==> config.mk <==
export PLATFORM = sky130hd
export DESIGN_NAME = status_change_report
export DESIGN_NICKNAME = d
export VERILOG_FILES = /design/src/rtl/status_report_pkg.sv /design/src/rtl/decimal_response.sv /design/src/rtl/status_change_report.sv
export SDC_FILE = /design/constraint.sdc
export NUM_CORES = 1
export LEC_CHECK = 0
export ABC_AREA = 1
export BUFFER_PORTS_ARGS = -buffer_cell sky130_fd_sc_hd__buf_4
export CORE_MARGIN = 2
export CORE_UTILIZATION = 47
export CTS_BUF_LIST = sky130_fd_sc_hd__clkbuf_2 sky130_fd_sc_hd__clkbuf_4 sky130_fd_sc_hd__clkbuf_8
export CTS_CLUSTER_SIZE = 25
export DETAILED_ROUTE_END_ITERATION = 10
export GPL_TIMING_DRIVEN = 0
export PLACE_DENSITY = 0.78
export SYNTH_ARGS = -nofsm -noshare
export SYNTH_HDL_FRONTEND = slang
export SYNTH_SLANG_ARGS = --single-unit
==> constraint.sdc <==
create_clock -name I_REF_CLK -period 12.4 [get_ports I_REF_CLK]
set_input_delay 1.24 -clock I_REF_CLK [delete_from_list [all_inputs] [get_ports I_REF_CLK]]
set_output_delay 1.24 -clock I_REF_CLK [all_outputs]
set_load 0.05 [all_outputs]
==> src/rtl/status_report_pkg.sv <==
// Constants, command codes and carrier types of the status change reporting block
package status_report_pkg;

  localparam int WORD_W      = 16;
  localparam int EVENT_W     = 8;
  localparam int DIGITS      = 5;
  localparam int DEC_W       = 20;

  // Instrument status word bit positions
  localparam int BIT_SETTLED    = 12;
  localparam int BIT_REMOTE     = 11;
  localparam int BIT_BUF_FULL   = 9;
  localparam int BIT_DATA_AVAIL = 8;
  localparam int BIT_HIGH_VOLT  = 7;
  localparam int BIT_MAG_CHG    = 6;
  localparam int BIT_TEMP_CAL   = 5;
  localparam int BIT_OPERATE    = 0;

  // Command error position in the standard event status register (weight 32)
  localparam int BIT_CMD_ERROR  = 5;

  localparam logic [WORD_W-1:0] STATUS_USED_MASK = 16'h1BE1;
  localparam logic [WORD_W-1:0] EVENT_USED_MASK  = 16'h00FF;
  localparam logic [WORD_W-1:0] WORD_ZERO        = 16'h0000;

  // Double-dabble digit adjust
  localparam logic [3:0] DIGIT_LIMIT = 4'h4;
  localparam logic [3:0] DIGIT_ADJ   = 4'h3;

  typedef enum logic [3:0] {
    CMD_READ_EVENT_STATUS,
    CMD_READ_EVENT_ENABLE,
    CMD_WRITE_EVENT_ENABLE,
    CMD_READ_STATUS_WORD,
    CMD_READ_FALL_CHANGE,
    CMD_READ_RISE_CHANGE,
    CMD_READ_FALL_ENABLE,
    CMD_WRITE_FALL_ENABLE,
    CMD_READ_RISE_ENABLE,
    CMD_WRITE_RISE_ENABLE,
    CMD_CLEAR_STATUS,
    CMD_MALFORMED
  } cmd_code_type;

  typedef struct packed {
    logic              valid;
    cmd_code_type      code;
    logic [WORD_W-1:0] data;
  } cmd_type;

  typedef struct packed {
    logic output_settled;
    logic tc_settled;
    logic remote;
    logic buf_full;
    logic data_avail;
    logic high_volt;
    logic mag_chg;
    logic temp_cal;
    logic operate;
  } status_in_type;

  typedef struct packed {
    logic              valid;
    logic [WORD_W-1:0] binary;
    logic [DEC_W-1:0]  decimal;
  } rsp_type;

endpackage : status_report_pkg

==> src/rtl/decimal_response.sv <==
// Registers a query answer and its unsigned decimal digits
`timescale 1ns/1ps
`default_nettype none
module decimal_response #(
  parameter int WORD_W = status_report_pkg::WORD_W
) (
  input  wire logic                       i_clk,
  input  wire logic                       i_rst_b,
  input  wire logic                       i_valid,
  input  wire logic [WORD_W-1:0]          i_value,
  output status_report_pkg::rsp_type      o_rsp
);

  // Combinational double dabble; sixteen bits never exceed five digits
  function automatic logic [status_report_pkg::DEC_W-1:0] to_decimal(
    input logic [WORD_W-1:0] v
  );
    logic [status_report_pkg::DEC_W+WORD_W-1:0] sh;
    int i;
    int d;
    sh = {{status_report_pkg::DEC_W{1'b0}}, v};
    for (i = 0; i < WORD_W; i++) begin
      for (d = 0; d < status_report_pkg::DIGITS; d++) begin
        if (sh[WORD_W+4*d +: 4] > status_report_pkg::DIGIT_LIMIT) begin
          sh[WORD_W+4*d +: 4] = sh[WORD_W+4*d +: 4] + status_report_pkg::DIGIT_ADJ;
        end
      end
      sh = {sh[status_report_pkg::DEC_W+WORD_W-2:0], 1'b0};
    end
    return sh[status_report_pkg::DEC_W+WORD_W-1:WORD_W];
  endfunction : to_decimal

  always_ff @(posedge i_clk) begin
    if (!i_rst_b) begin
      o_rsp <= '0;
    end else begin
      o_rsp.valid <= i_valid;
      if (i_valid) begin
        o_rsp.binary  <= i_value;
        o_rsp.decimal <= to_decimal(i_value);
      end
    end
  end

endmodule : decimal_response
`default_nettype wire

==> src/rtl/status_change_report.sv <==
// Event status and instrument status change reporting with command port
// What this block does
// - Reading event status clears it to zero
// - Reading event enable leaves it unchanged
// - Answers carry sixteen bits as unsigned decimal
// - Malformed command sets command error, bit 5
// - Event summary only through enabled event bits
// - Falls and rises captured in separate change registers
// - Change registers cleared at reset, read, clear-status
// - Enabled captured change sets change summary bit
// - All-zero change enables keep summary low
// - Change enable masks reset to zero
// - Bit 12 shows output or thermocouple settled
// - Bit 11 shows remote control
// - Bit 9 shows test port buffer full
// - Bit 8 shows test port data available
// - Bit 7 shows output above 33 volts
`timescale 1ns/1ps
`default_nettype none
module status_change_report #(
  parameter int WORD_W  = status_report_pkg::WORD_W,
  parameter int EVENT_W = status_report_pkg::EVENT_W
) (
  input  wire logic                          I_REF_CLK,
  input  wire logic                          I_RST_B,
  input  wire status_report_pkg::cmd_type    I_CMD,
  input  wire status_report_pkg::status_in_type I_STATUS,
  input  wire logic [EVENT_W-1:0]            I_EVENTS,
  output logic [WORD_W-1:0]                  O_STATUS_WORD,
  output logic                               O_EVENT_SUMMARY,
  output logic                               O_CHANGE_SUMMARY,
  output status_report_pkg::rsp_type         O_RSP
);

  logic [WORD_W-1:0] event_status_r;
  logic [WORD_W-1:0] event_status_nxt;
  logic [WORD_W-1:0] event_enable_r;
  logic [WORD_W-1:0] event_enable_nxt;
  logic [WORD_W-1:0] status_cur;
  logic [WORD_W-1:0] status_word_r;
  logic              primed_r;
  logic [WORD_W-1:0] fall_edges;
  logic [WORD_W-1:0] rise_edges;
  logic [WORD_W-1:0] fall_change_r;
  logic [WORD_W-1:0] fall_change_nxt;
  logic [WORD_W-1:0] rise_change_r;
  logic [WORD_W-1:0] rise_change_nxt;
  logic [WORD_W-1:0] fall_enable_r;
  logic [WORD_W-1:0] fall_enable_nxt;
  logic [WORD_W-1:0] rise_enable_r;
  logic [WORD_W-1:0] rise_enable_nxt;
  logic [WORD_W-1:0] rd_value;
  logic              rd_valid;
  logic              cmd_error;
  logic [WORD_W-1:0] event_in;

  function automatic logic cmd_hit(
    input status_report_pkg::cmd_type    c,
    input status_report_pkg::cmd_code_type k
  );
    return c.valid && (c.code == k);
  endfunction : cmd_hit

  // Instrument status word assembled from the live conditions
  always_comb begin
    status_cur = status_report_pkg::WORD_ZERO;
    status_cur[status_report_pkg::BIT_SETTLED]    = I_STATUS.output_settled
                                                 | I_STATUS.tc_settled;
    status_cur[status_report_pkg::BIT_REMOTE]     = I_STATUS.remote;
    status_cur[status_report_pkg::BIT_BUF_FULL]   = I_STATUS.buf_full;
    status_cur[status_report_pkg::BIT_DATA_AVAIL] = I_STATUS.data_avail;
    status_cur[status_report_pkg::BIT_HIGH_VOLT]  = I_STATUS.high_volt;
    status_cur[status_report_pkg::BIT_MAG_CHG]    = I_STATUS.mag_chg;
    status_cur[status_report_pkg::BIT_TEMP_CAL]   = I_STATUS.temp_cal;
    status_cur[status_report_pkg::BIT_OPERATE]    = I_STATUS.operate;
  end

  always_ff @(posedge I_REF_CLK) begin
    if (!I_RST_B) begin
      status_word_r <= status_report_pkg::WORD_ZERO;
      primed_r      <= 1'b0;
    end else begin
      status_word_r <= status_cur;
      primed_r      <= 1'b1;
    end
  end

  // Skip the first compare after reset so conditions already present are not seen as rises
  assign fall_edges = primed_r ? (status_word_r & ~status_cur)
                               : status_report_pkg::WORD_ZERO;
  assign rise_edges = primed_r ? (~status_word_r & status_cur)
                               : status_report_pkg::WORD_ZERO;

  // Anything not a known code is treated as malformed
  always_comb begin
    cmd_error = 1'b0;
    if (I_CMD.valid) begin
      case (I_CMD.code)
        status_report_pkg::CMD_READ_EVENT_STATUS,
        status_report_pkg::CMD_READ_EVENT_ENABLE,
        status_report_pkg::CMD_WRITE_EVENT_ENABLE,
        status_report_pkg::CMD_READ_STATUS_WORD,
        status_report_pkg::CMD_READ_FALL_CHANGE,
        status_report_pkg::CMD_READ_RISE_CHANGE,
        status_report_pkg::CMD_READ_FALL_ENABLE,
        status_report_pkg::CMD_WRITE_FALL_ENABLE,
        status_report_pkg::CMD_READ_RISE_ENABLE,
        status_report_pkg::CMD_WRITE_RISE_ENABLE,
        status_report_pkg::CMD_CLEAR_STATUS: cmd_error = 1'b0;
        default: cmd_error = 1'b1;
      endcase
    end
  end

  // Event status: new events win over the clearing read or clear-status
  always_comb begin
    event_in = status_report_pkg::WORD_ZERO;
    event_in[EVENT_W-1:0] = I_EVENTS;
    event_in[status_report_pkg::BIT_CMD_ERROR] = I_EVENTS[status_report_pkg::BIT_CMD_ERROR]
                                               | cmd_error;
    event_status_nxt = event_status_r;
    if (cmd_hit(I_CMD, status_report_pkg::CMD_READ_EVENT_STATUS) ||
        cmd_hit(I_CMD, status_report_pkg::CMD_CLEAR_STATUS)) begin
      event_status_nxt = status_report_pkg::WORD_ZERO;
    end
    event_status_nxt = (event_status_nxt | event_in) & status_report_pkg::EVENT_USED_MASK;
  end

  always_comb begin
    event_enable_nxt = event_enable_r;
    if (cmd_hit(I_CMD, status_report_pkg::CMD_WRITE_EVENT_ENABLE)) begin
      event_enable_nxt = I_CMD.data & status_report_pkg::EVENT_USED_MASK;
    end
  end

  always_ff @(posedge I_REF_CLK) begin
    if (!I_RST_B) begin
      event_status_r <= status_report_pkg::WORD_ZERO;
      event_enable_r <= status_report_pkg::WORD_ZERO;
    end else begin
      event_status_r <= event_status_nxt;
      event_enable_r <= event_enable_nxt;
    end
  end

  // Change registers: an edge in the clearing cycle survives the clear
  always_comb begin
    fall_change_nxt = fall_change_r;
    rise_change_nxt = rise_change_r;
    if (cmd_hit(I_CMD, status_report_pkg::CMD_READ_FALL_CHANGE) ||
        cmd_hit(I_CMD, status_report_pkg::CMD_CLEAR_STATUS)) begin
      fall_change_nxt = status_report_pkg::WORD_ZERO;
    end
    if (cmd_hit(I_CMD, status_report_pkg::CMD_READ_RISE_CHANGE) ||
        cmd_hit(I_CMD, status_report_pkg::CMD_CLEAR_STATUS)) begin
      rise_change_nxt = status_report_pkg::WORD_ZERO;
    end
    fall_change_nxt = fall_change_nxt | fall_edges;
    rise_change_nxt = rise_change_nxt | rise_edges;
  end

  always_ff @(posedge I_REF_CLK) begin
    if (!I_RST_B) begin
      fall_change_r <= status_report_pkg::WORD_ZERO;
      rise_change_r <= status_report_pkg::WORD_ZERO;
    end else begin
      fall_change_r <= fall_change_nxt;
      rise_change_r <= rise_change_nxt;
    end
  end

  always_comb begin
    fall_enable_nxt = fall_enable_r;
    rise_enable_nxt = rise_enable_r;
    if (cmd_hit(I_CMD, status_report_pkg::CMD_WRITE_FALL_ENABLE)) begin
      fall_enable_nxt = I_CMD.data & status_report_pkg::STATUS_USED_MASK;
    end
    if (cmd_hit(I_CMD, status_report_pkg::CMD_WRITE_RISE_ENABLE)) begin
      rise_enable_nxt = I_CMD.data & status_report_pkg::STATUS_USED_MASK;
    end
  end

  always_ff @(posedge I_REF_CLK) begin
    if (!I_RST_B) begin
      fall_enable_r <= status_report_pkg::WORD_ZERO;
      rise_enable_r <= status_report_pkg::WORD_ZERO;
    end else begin
      fall_enable_r <= fall_enable_nxt;
      rise_enable_r <= rise_enable_nxt;
    end
  end

  // Summaries follow the registers they are built from in the same cycle
  always_ff @(posedge I_REF_CLK) begin
    if (!I_RST_B) begin
      O_EVENT_SUMMARY  <= 1'b0;
      O_CHANGE_SUMMARY <= 1'b0;
    end else begin
      O_EVENT_SUMMARY  <= |(event_status_nxt & event_enable_nxt);
      O_CHANGE_SUMMARY <= |((fall_change_nxt & fall_enable_nxt) |
                            (rise_change_nxt & rise_enable_nxt));
    end
  end

  assign O_STATUS_WORD = status_word_r;

  // Query answers show the value held before any clearing side effect
  always_comb begin
    rd_valid = I_CMD.valid;
    rd_value = status_report_pkg::WORD_ZERO;
    case (I_CMD.code)
      status_report_pkg::CMD_READ_EVENT_STATUS: rd_value = event_status_r;
      status_report_pkg::CMD_READ_EVENT_ENABLE: rd_value = event_enable_r;
      status_report_pkg::CMD_READ_STATUS_WORD:  rd_value = status_word_r;
      status_report_pkg::CMD_READ_FALL_CHANGE:  rd_value = fall_change_r;
      status_report_pkg::CMD_READ_RISE_CHANGE:  rd_value = rise_change_r;
      status_report_pkg::CMD_READ_FALL_ENABLE:  rd_value = fall_enable_r;
      status_report_pkg::CMD_READ_RISE_ENABLE:  rd_value = rise_enable_r;
      default:                                  rd_valid = 1'b0;
    endcase
  end

  decimal_response #(
    .WORD_W (WORD_W)
  ) u_answer (
    .i_clk   (I_REF_CLK),
    .i_rst_b (I_RST_B),
    .i_valid (rd_valid),
    .i_value (rd_value),
    .o_rsp   (O_RSP)
  );
endmodule : status_change_report
`default_nettype wire

==> results of run 1 <==
[through the flow]
step                power, mW  hold WS (ns)
CTS                      1.22         0.463
global placement        0.845         0.447
detailed placement      0.861         0.450
floorplan               0.771         0.439
global route             1.29         0.484
finish                   1.22         0.463
[cell usage in the layout, fill, tap and decap left out, types with 22 or more instances in the layout]
cell	synthesis	routed
nor3_1	39	39
dfxtp_1	127	127
nand3_1	120	120
nor4_1	24	24
a21oi_1	36	36
o21ai_1	22	22
o22ai_1	27	27
clkbuf_1	30	30
inv_2	27	27
nand2_2	51	51
nand3_2	24	24
nand2_1	280	280
buf_4	9	91
o21ai_0	56	56
inv_1	203	203
nor2_1	102	102
ha_1	32	32
[kinds of logic (layout without fill, tap and decap cells)]
logic type               Yosys count  after routing  synth area share
XOR/XNOR                           7              7            0.0105
AO/OA/AOI/OAI                    194            194             0.137
AND/OR/NAND/NOR                  714            714             0.406
adder cells (fa/ha/maj)           32             32            0.0444
flip-flops                       127            127             0.282
multiplexers                       1              1           0.00111
other                              1              8          0.000416
buffers and inverters            274            389             0.118
[synth_stat cells (8+ instances only)]
cell type,n,share of area
nand2_1,280,0.12
inv_1,203,0.084
dfxtp_1,127,0.28
nand3_1,120,0.067
nor2_1,102,0.042
o21ai_0,56,0.031
nand2_2,51,0.035
nor3_1,39,0.022
a21oi_1,36,0.020
ha_1,32,0.044
clkbuf_1,30,0.012
inv_2,27,0.011
o22ai_1,27,0.019
nand3_2,24,0.027
nor4_1,24,0.017
o21ai_1,22,0.012
nand2_4,18,0.022
nand4_1,13,0.0090
nand3b_1,10,0.0083
o21ai_2,10,0.0097
buf_4,9,0.0075
o32ai_1,8,0.0078
[final timing paths]
| check | startpoint | end | slack (ns) |
|---|---|---|---|
| worst min register to register | rise_change_r[10]$_SDFF_PN0_ | rise_change_r[10]$_SDFF_PN0_ | 0.46 |
| worst min-delay path | rise_change_r[10]$_SDFF_PN0_ | rise_change_r[10]$_SDFF_PN0_ | 0.46 |
| worst max-delay path | I_CMD[19] | u_answer.o_rsp[5]$_SDFFE_PN0P_ | 0.91 |
| worst max register to register | fall_enable_r[14]$_SDFF_PN0_ | u_answer.o_rsp[5]$_SDFFE_PN0P_ | 1.88 |
[power groups by stage]
| stage | clock, mW | sequential (mW) | combinational [mW] |
|---|---|---|---|
| 6_report | 0.365 | 0.434 | 0.421 |
| 2_1_floorplan | 0 | 0.483 | 0.288 |
| 4_1_cts | 0.368 | 0.434 | 0.420 |
| 3_3_place_gp | 0 | 0.443 | 0.402 |
| 5_1_grt | 0.386 | 0.436 | 0.471 |
| 3_5_place_dp | 0 | 0.443 | 0.418 |
[layout make-up]
cell class	instances	area [sq um]
Tap cell	234	293
Multi-Input combinational cell	956	5440
Clock buffer	19	255
Buffer	42	193
Timing Repair Buffer	83	627
Sequential cell	127	2540
Clock inverter	13	129
Fill cell	1842	8410
Inverter	232	873
[per-layer routing]
| metal | vias up | GRT usage | wire (um) |
|---|---|---|---|
| li1 | 4614 | - | - |
| met1 | 4164 | 0.297 | 10300 |
| met2 | 333 | 0.425 | 11700 |
| met3 | 45 | 0.0387 | 1610 |
| met4 | 0 | 0.0865 | 531 |
| met5 | - | 0 | 0 |
[tightest hold or removal path: stages (launching register included)]
cell and delay, ns:
dfxtp_1 0.32, inv_1 0.06, nor3_1 0.05
[flip-flops by register name, indices dropped and copies added, names as in the netlist, 8 cells and up]
register        count
u_answer.o_rsp     36
fall_enable_r      16
rise_enable_r      16
fall_change_r      16
event_enable_r      8
O_STATUS_WORD       8
rise_change_r      16
event_status_r      8
==> results.md, run 1 <==
- Outcome: finished, final reports clean
- Initial antenna violation count: 0
- Root Driver: clkbuf_8
- Remaining number of nets flagged by the antenna check after routing: 0
- Maximum fanout along the worst path: 10
- Total I/O pin count: between 90 and 100
- Number of buffers inserted for hold repair after clock tree synthesis: 0
- Most repeated library cell on the critical path: nand2_1
- Data arrival time of the critical path: between 10 and 15 ns
- Layout cell share with drive strength beyond 1: 0.200
- Netlist area before placement: about 9000 sq um
- Clock buffer count from CTS: 17
- Achievable Freq: a little under 90 MHz
- Global-route usage over all layers: 0.241
- Post-Layout Inst Area: about 10000 sq um
- Post-synthesis cell count: 1350
- Horiz. Die Dim: roughly 140 um
- Leakage power of the design: between 5 and 6 nW
- Setup crit start kind: input pin
- Final setup margin: a little over 0.9 ns
- Fraction of power consumed by the clock network: 0.299
- Final hold violation count: 0
- GR Overflow Total: 0
- Setup Skew: ~0.021 ns
- Transition time of the tightest slew-check pin: between 1 and 1.5 ns
- Signed area change from the synthesized netlist to the final layout: 14.8%
- Via/cell ratio: between 5 and 6
- Final slew viol count: 0
- Clock Sink Count: about 130
- Routability-driven placement congestion ratio: 0.958
- Number of cell rows: 50
- Via count of the first global-routing pass: roughly 8500
- Number of DRC markers after the initial detailed-route iteration: around 760
- Clock insertion delay at the later pin of the skew report: 0.46 ns
- Path type of the worst setup path: input pin to flop
- Register clock-pin slew on the reported worst setup and hold paths: about 0.09 ns
- Starting density of the core: 0.481
- Placed instance area: around 10000 sq um
- CP peak stage delay: 0.43 ns
- Switching share of power: 0.394
- Largest net degree at the start of global routing: 17
- Proportion of synthesized chip area in sequential cells: 0.282
- Relative slew slack: 0.203
- Wirelength per Cell: 14.1 um
- Worst min-delay path class: flop to flop
- Final clock period utilization by the worst path: 0.927
- Maximum capacitance violations: 0
- Register bit total from synthesis: 127
- Number of enable-type register cells in the synthesized netlist: 0
- Final number of setup-violating endpoints: 0
- Residual DRC count: 0
- Non-filler instance count after layout: between 1500 and 2000
- Crit-path slowest cell: ha_1
- Unrepaired setup endpoints after global routing: false
- Critical Path Stages: 78
- Worst path required time: between 10 and 15 ns
- Iteration count of the initial detailed-routing pass: 5
- Power density cells: around 120 nW/um^2
- Antenna diode count: 0
- Number of post-CTS setup repair buffers: 0
- Relative contribution of sequential cells to total power: 0.356
- Fraction of the core area covered by cells at the end of the flow: 0.552
- Cell family with most CP delay: simple AND/OR/NAND/NOR gates
- Sum Neg Setup Slack: 0 ns
- Number of distinct library cell variants in the gate-level netlist after synthesis: 58
- CTS H-tree lvls: 4
- Cell depth of the worst min-delay path: 2
- Input/output buffers: approximately 80
- Worst r2r path cells: 77
- Half-perimeter wire length of the detailed placement result: 18700 um
- Crit end category: flop
- Yosys warning total: 0
- Post-synthesis async set-or-reset flop share: 0
- TritonCTS clock tree: done
- Portion of total power attributed to combinational logic: 0.345
- Total wire length: 24100 um
- Largest buffer count on any clock path: 2
- Floorplan die area: 20300 sq um
- CTS-repair resized insts: 0
- Die span in y: about 140 um
- Cell internal pwr: around 0.74 mW
- Switching power: a little under 0.5 mW
- Core area: approximately 19000 sq um
- Flip-flop cell with the highest count after synthesis: dfxtp_1
- Clock period minus worst slack: about 11 ns
- Bufs and invs on worst path: 14
- DP Cell Count: roughly 1700
- Routed via count: 9156
- Pre-CTS WS: ~0.57 ns
- Total Nets Final: approximately 1500
- Global-route wire length before repair: ~40000 um
- Maximum ir drop on the vdd rail: 0.0824 mV
- Average instance area after synthesis: 6.68 sq um
No activity file was read; power rests on OpenSTA's default activity.
==> inputs of run 2 (changes only) <==
- GPL_TIMING_DRIVEN: 0 -> not set
==> results.md, run 2 (synthesis gave the netlist of run 1 again) <==
- Critical Path Stages: between 80 and 90
- Data arrival time of the critical path: 11.42 ns
- Signed area change from the synthesized netlist to the final layout: 14.3%
- Leakage power of the design: roughly 5 nW
- Final clock period utilization by the worst path: 0.897
- Path type of the worst setup path: input pin to flop
- Number of post-CTS setup repair buffers: 0
- Portion of total power attributed to combinational logic: 0.329
- Relative contribution of sequential cells to total power: 0.345
- Clock buffer count from CTS: 17
- Clock period minus worst slack: roughly 11 ns
- Remaining number of nets flagged by the antenna check after routing: 0
- Maximum ir drop on the vdd rail: 0.0733 mV
- Global-route usage over all layers: 0.221
- Routed via count: ~8800
- Worst r2r path cells: ~80
- Via/cell ratio: 5.27
- Bufs and invs on worst path: 15
- CP peak stage delay: roughly 0.33 ns
- Outcome: finished, final reports clean
- Residual DRC count: 0
- Input/output buffers: 82
- Largest buffer count on any clock path: 2
- Register clock-pin slew on the reported worst setup and hold paths: around 0.08 ns
- CTS-repair resized insts: 0
- Largest register by flop count: u_answer.o_rsp
- Number of DRC markers after the initial detailed-route iteration: between 500 and 600
- Clock Sink Count: 127
- Routability-driven placement congestion ratio: about 0.9
- GR Overflow Total: 0
- Worst-case hold slack: around 0.46 ns
- Switching power: 0.459 mW
- Setup Skew: around 0.013 ns
- Via count of the first global-routing pass: 8117
- Achievable Freq: roughly 90 MHz
- Maximum capacitance violations: 0
- Transition time of the tightest slew-check pin: 1.08 ns
- Wirelength per Cell: approximately 13 um
- Commonest non-fill, non-tap cells in the layout: 280 x nand2_1, 203 x inv_1, 127 x dfxtp_1, 120 x nand3_1, 102 x nor2_1
- Iteration count of the initial detailed-routing pass: 5
- FF-to-FF Start: rise_enable_r[14]$_SDFF_PN0_
- Total wire length: around 22000 um
- Worst min-delay path class: flop to flop
- Total I/O pin count: 95
- Power density cells: 122 nW/um^2
- Root Driver: clkbuf_8
- Fraction of power consumed by the clock network: 0.326
- Cell depth of the worst min-delay path: 2
- TritonCTS clock tree: done
- Total Nets Final: 1500
- Antenna diode count: 0
- Final setup margin: around 1.3 ns
- Initial antenna violation count: 0
- Die span in y: ~140 um
- Number of buffers inserted for hold repair after clock tree synthesis: 0
- Relative slew slack: 0.278
- Crit-path slowest cell: nor2_4
- Maximum fanout along the worst path: 10
- Core area: ~19000 sq um
- Half-perimeter wire length of the detailed placement result: approximately 16000 um
- Unrepaired setup endpoints after global routing: false
- Cell internal pwr: ~0.80 mW
- Setup crit start kind: input pin
- Starting density of the core: 0.481
- CTS H-tree lvls: 4
- Max FFs per register: 36
- Most common library cell in the layout ignoring fill and taps: nand2_1
- Final slew viol count: 0
- Worst Setup SP: I_CMD[19]
- Pre-CTS WS: a little under 0.9 ns
- Fraction of the core area covered by cells at the end of the flow: 0.550
- Global-route wire length before repair: between 30000 and 40000 um
- Final number of setup-violating endpoints: 0
- Switching share of power: 0.365
- Most repeated library cell on the critical path: nand2_1
- Clock insertion delay at the later pin of the skew report: ~0.45 ns
- Number of cell rows: 50
- Worst path required time: ~13 ns
- Crit end category: flop
- Sum Neg Setup Slack: 0 ns
- Floorplan die area: about 20000 sq um
- Launch instance of the worst min-delay path: fall_change_r[15]$_SDFF_PN0_
- Cell family with most CP delay: simple AND/OR/NAND/NOR gates
- Largest net degree at the start of global routing: 100
- Layout cell share with drive strength beyond 1: 0.207
- Horiz. Die Dim: about 140 um
- Final hold violation count: 0
run 2: cell count changes in the layout (fill, tap and decap cells not counted), sizes merged:
cell | previous run | this run
bufinv | 1 | 4
clkbuf | 49 | 20
clkdlybuf4s15 | 1 | 0
clkinv | 7 | 5
clkinvlp | 1 | 2
inv | 236 | 233
run 2: layer usage:
layer  GRT usage  up-vias  part of all wire
met1       0.278     4014              0.45
met3      0.0377       28             0.055
li1            -     4554                 -
met5           0        -                 0
met2       0.387      234              0.48
met4      0.0641        0             0.018
run 2: cell type report:
class,instances,area (sq um)
Fill cell,1796,8450
Multi-Input combinational cell,956,5450
Sequential cell,127,2540
Inverter,232,873
Timing Repair Buffer,94,706
Tap cell,234,293
Clock buffer,20,269
Clock inverter,12,180
run 2: stage by stage:
step,std cells,area (sq um),power [mW]
floorplan,1357,9050,0.771
detailed placement,1643,9870,0.853
global route,1675,10300,1.33
finish,1675,10300,1.26
global placement,1643,9870,0.840
CTS,1675,10300,1.26
run 2: path summary, 6_finish.rpt:
kind	to	slack [ns]
max	u_answer.o_rsp[6]$_SDFFE_PN0P_	1.27
min reg2reg	fall_change_r[15]$_SDFF_PN0_	0.46
min	fall_change_r[15]$_SDFF_PN0_	0.46
max reg2reg	u_answer.o_rsp[6]$_SDFFE_PN0P_	2.25
run 2: power groups by stage:
| stage | Clock (mW) | Combinational, mW | Sequential, mW |
|---|---|---|---|
| floorplan | 0 | 0.288 | 0.483 |
| global placement | 0 | 0.396 | 0.444 |
| detailed placement | 0 | 0.410 | 0.444 |
| CTS | 0.415 | 0.414 | 0.434 |
| global route | 0.432 | 0.463 | 0.436 |
| finish | 0.411 | 0.414 | 0.434 |
run 2: worst reg2reg max path: cells and delay by family, from the launching register on:
family / cells / cell delay [ns]
and+or+nand+nor: 49 / 5.42
buffers and inverters: 13 / 1.11
xor gates and xnor gates: 1 / 0.22
AOI/OAI and AO/OA: 1 / 0.08
adders and majority gates: 14 / 2.85
DFF: 1 / 0.32
==> inputs of run 3 (changes only) <==
- RECOVER_POWER: not set -> 50
==> results.md, run 3 (synthesis gave the netlist of run 1 again) <==
- Routability-driven placement congestion ratio: between 0.8 and 0.9
- Register clock-pin slew on the reported worst setup and hold paths: ~0.08 ns
- GR Overflow Total: 0
- Number of post-CTS setup repair buffers: 0
- Residual DRC count: 0
- Outcome: complete, but fails checks
- Data arrival time of the critical path: 11.43 ns
- Most repeated library cell on the critical path: nand2_1
- Met2 Wirelength: 10600 um
- Max FFs per register: 36
- Clock buffer count from CTS: 17
- Sum Neg Setup Slack: 0 ns
- Half-perimeter wire length of the detailed placement result: around 16000 um
- Final slew viol count: 30
- Die span in y: 143 um
- Number of buffers inserted for hold repair after clock tree synthesis: 0
- Clock insertion delay at the later pin of the skew report: approximately 0.45 ns
- TritonCTS clock tree: done
- Starting density of the core: 0.481
- Relative slew slack: -0.0472
- Commonest non-fill, non-tap cells in the layout: 280 x nand2_1, 203 x inv_1, 127 x dfxtp_1, 120 x nand3_1, 102 x nor2_1
- Final clock period utilization by the worst path: 0.898
- Global-route wire length before repair: about 37000 um
- CTS H-tree lvls: 4
- Largest register by flop count: u_answer.o_rsp
- Input/output buffers: 82
- Layout cell share with drive strength beyond 1: 0.173
- Initial antenna violation count: 0
- Switching share of power: 0.367
- Iteration count of the initial detailed-routing pass: 5
- Maximum capacitance violations: 1
- Most common library cell in the layout ignoring fill and taps: nand2_1
- Floorplan die area: approximately 20000 sq um
- Worst min-delay path class: flop to flop
- Switching power: 0.459 mW
- Largest buffer count on any clock path: 2
- Via count of the first global-routing pass: about 8100
- Routed via count: around 8900
- Final hold violation count: 0
- Maximum fanout along the worst path: 10
- Transition time of the tightest slew-check pin: around 1.6 ns
- Signed area change from the synthesized netlist to the final layout: 12.3%
- Path type of the worst setup path: input pin to flop
- Max layer used: met4
- Remaining number of nets flagged by the antenna check after routing: 0
- Total wire length: 22000 um
- Achievable Freq: roughly 90 MHz
- Wirelength per Cell: approximately 13 um
- Worst path required time: between 10 and 15 ns
- Routed met1 length: 9910 um
- Number of DRC markers after the initial detailed-route iteration: about 600
- Power density cells: roughly 120 nW/um^2
- Largest net degree at the start of global routing: 100
- Violated checks: capacitance limit, slew limit
- Portion of total power attributed to combinational logic: 0.323
- Setup crit start kind: input pin
- Clock period minus worst slack: roughly 11 ns
- Total I/O pin count: 95
- Root Driver: clkbuf_8
- Fraction of power consumed by the clock network: 0.329
- Horiz. Die Dim: 143 um
- CTS-repair resized insts: 0
- Leakage power of the design: 4.92 nW
- Total Nets Final: 1500
- Slack of the worst reg-to-reg path: 2.23 ns
- Worst-case hold slack: about 0.46 ns
- Global-route usage over all layers: 0.221
- Core area: 18800 sq um
- Cell internal pwr: 0.790 mW
- Number of cell rows: 50
- Setup Skew: 0.0122 ns
- Antenna diode count: 0
- Via/cell ratio: between 5 and 6
- Crit-path slowest cell: nor2_4
- Maximum ir drop on the vdd rail: between 0.07 and 0.08 mV
- Clock Sink Count: ~130
- Met3 wire length: ~1200 um
- Unrepaired setup endpoints after global routing: false
- CP peak stage delay: 0.33 ns
- Relative contribution of sequential cells to total power: 0.348
- Final number of setup-violating endpoints: 0
- Crit end category: flop
==> run 3: changes by cell type in the layout (fill, tap and decap cells not counted), sizes merged <==
| cell | before | now |
|---|---|---|
| clkinv | 5 | 6 |
| clkbuf | 20 | 68 |
| inv | 233 | 232 |
| buf | 94 | 46 |
==> run 3: worst paths after layout <==
check                               startpoint                              to  depth (start not counted)
setup / recovery                     I_CMD[19]  u_answer.o_rsp[6]$_SDFFE_PN0P_                         82
hold / removal    fall_change_r[15]$_SDFF_PN0_    fall_change_r[15]$_SDFF_PN0_                          2
setup reg to reg  fall_enable_r[14]$_SDFF_PN0_  u_answer.o_rsp[6]$_SDFFE_PN0P_                         78
hold reg to reg   fall_change_r[15]$_SDFF_PN0_    fall_change_r[15]$_SDFF_PN0_                          2
==> run 3: worst max-delay path, delay by kind of cell <==
family / cells / cell delay, ns
compound gates: 1 / 0.08
xor+xnor: 1 / 0.13
fa+ha+maj: 14 / 2.87
buf+inv: 15 / 1.34
simple gates: 51 / 5.73
==> run 3: area by class of cell <==
type,count,area (sq um)
multi-input combinational,956,5450
clock buffer,20,269
timing repair buffer,94,526
clock inverter,12,180
fill,1857,8630
tap,234,293
inverter,232,873
sequential,127,2540
==> run 3: power groups by stage <==
stage	clock network, mW	logic, mW	registers (mW)
after floorplan	0	0.288	0.483
after CTS	0.415	0.414	0.434
final	0.411	0.404	0.434
after detailed placement	0	0.410	0.444
after global placement	0	0.396	0.444
after global routing	0.432	0.453	0.436
==> run 3: metrics by stage <==
step	instance area (sq um)	power, mW	cells	utilization	setup slack (ns)
after floorplan	9050	0.771	1357	-	1.91
after global placement	9870	0.840	1643	0.526	1.18
after detailed placement	9870	0.853	1643	0.526	0.866
after CTS	10300	1.26	1675	0.550	1.28
after global routing	10100	1.32	1675	0.540	0.177
final	10100	1.25	1675	0.540	1.26
==> run 3: layer usage <==
layer,up-vias,global-route usage
met3,25,0.0377
met5,-,0
met2,239,0.387
li1,4558,-
met4,0,0.0641
met1,4038,0.278
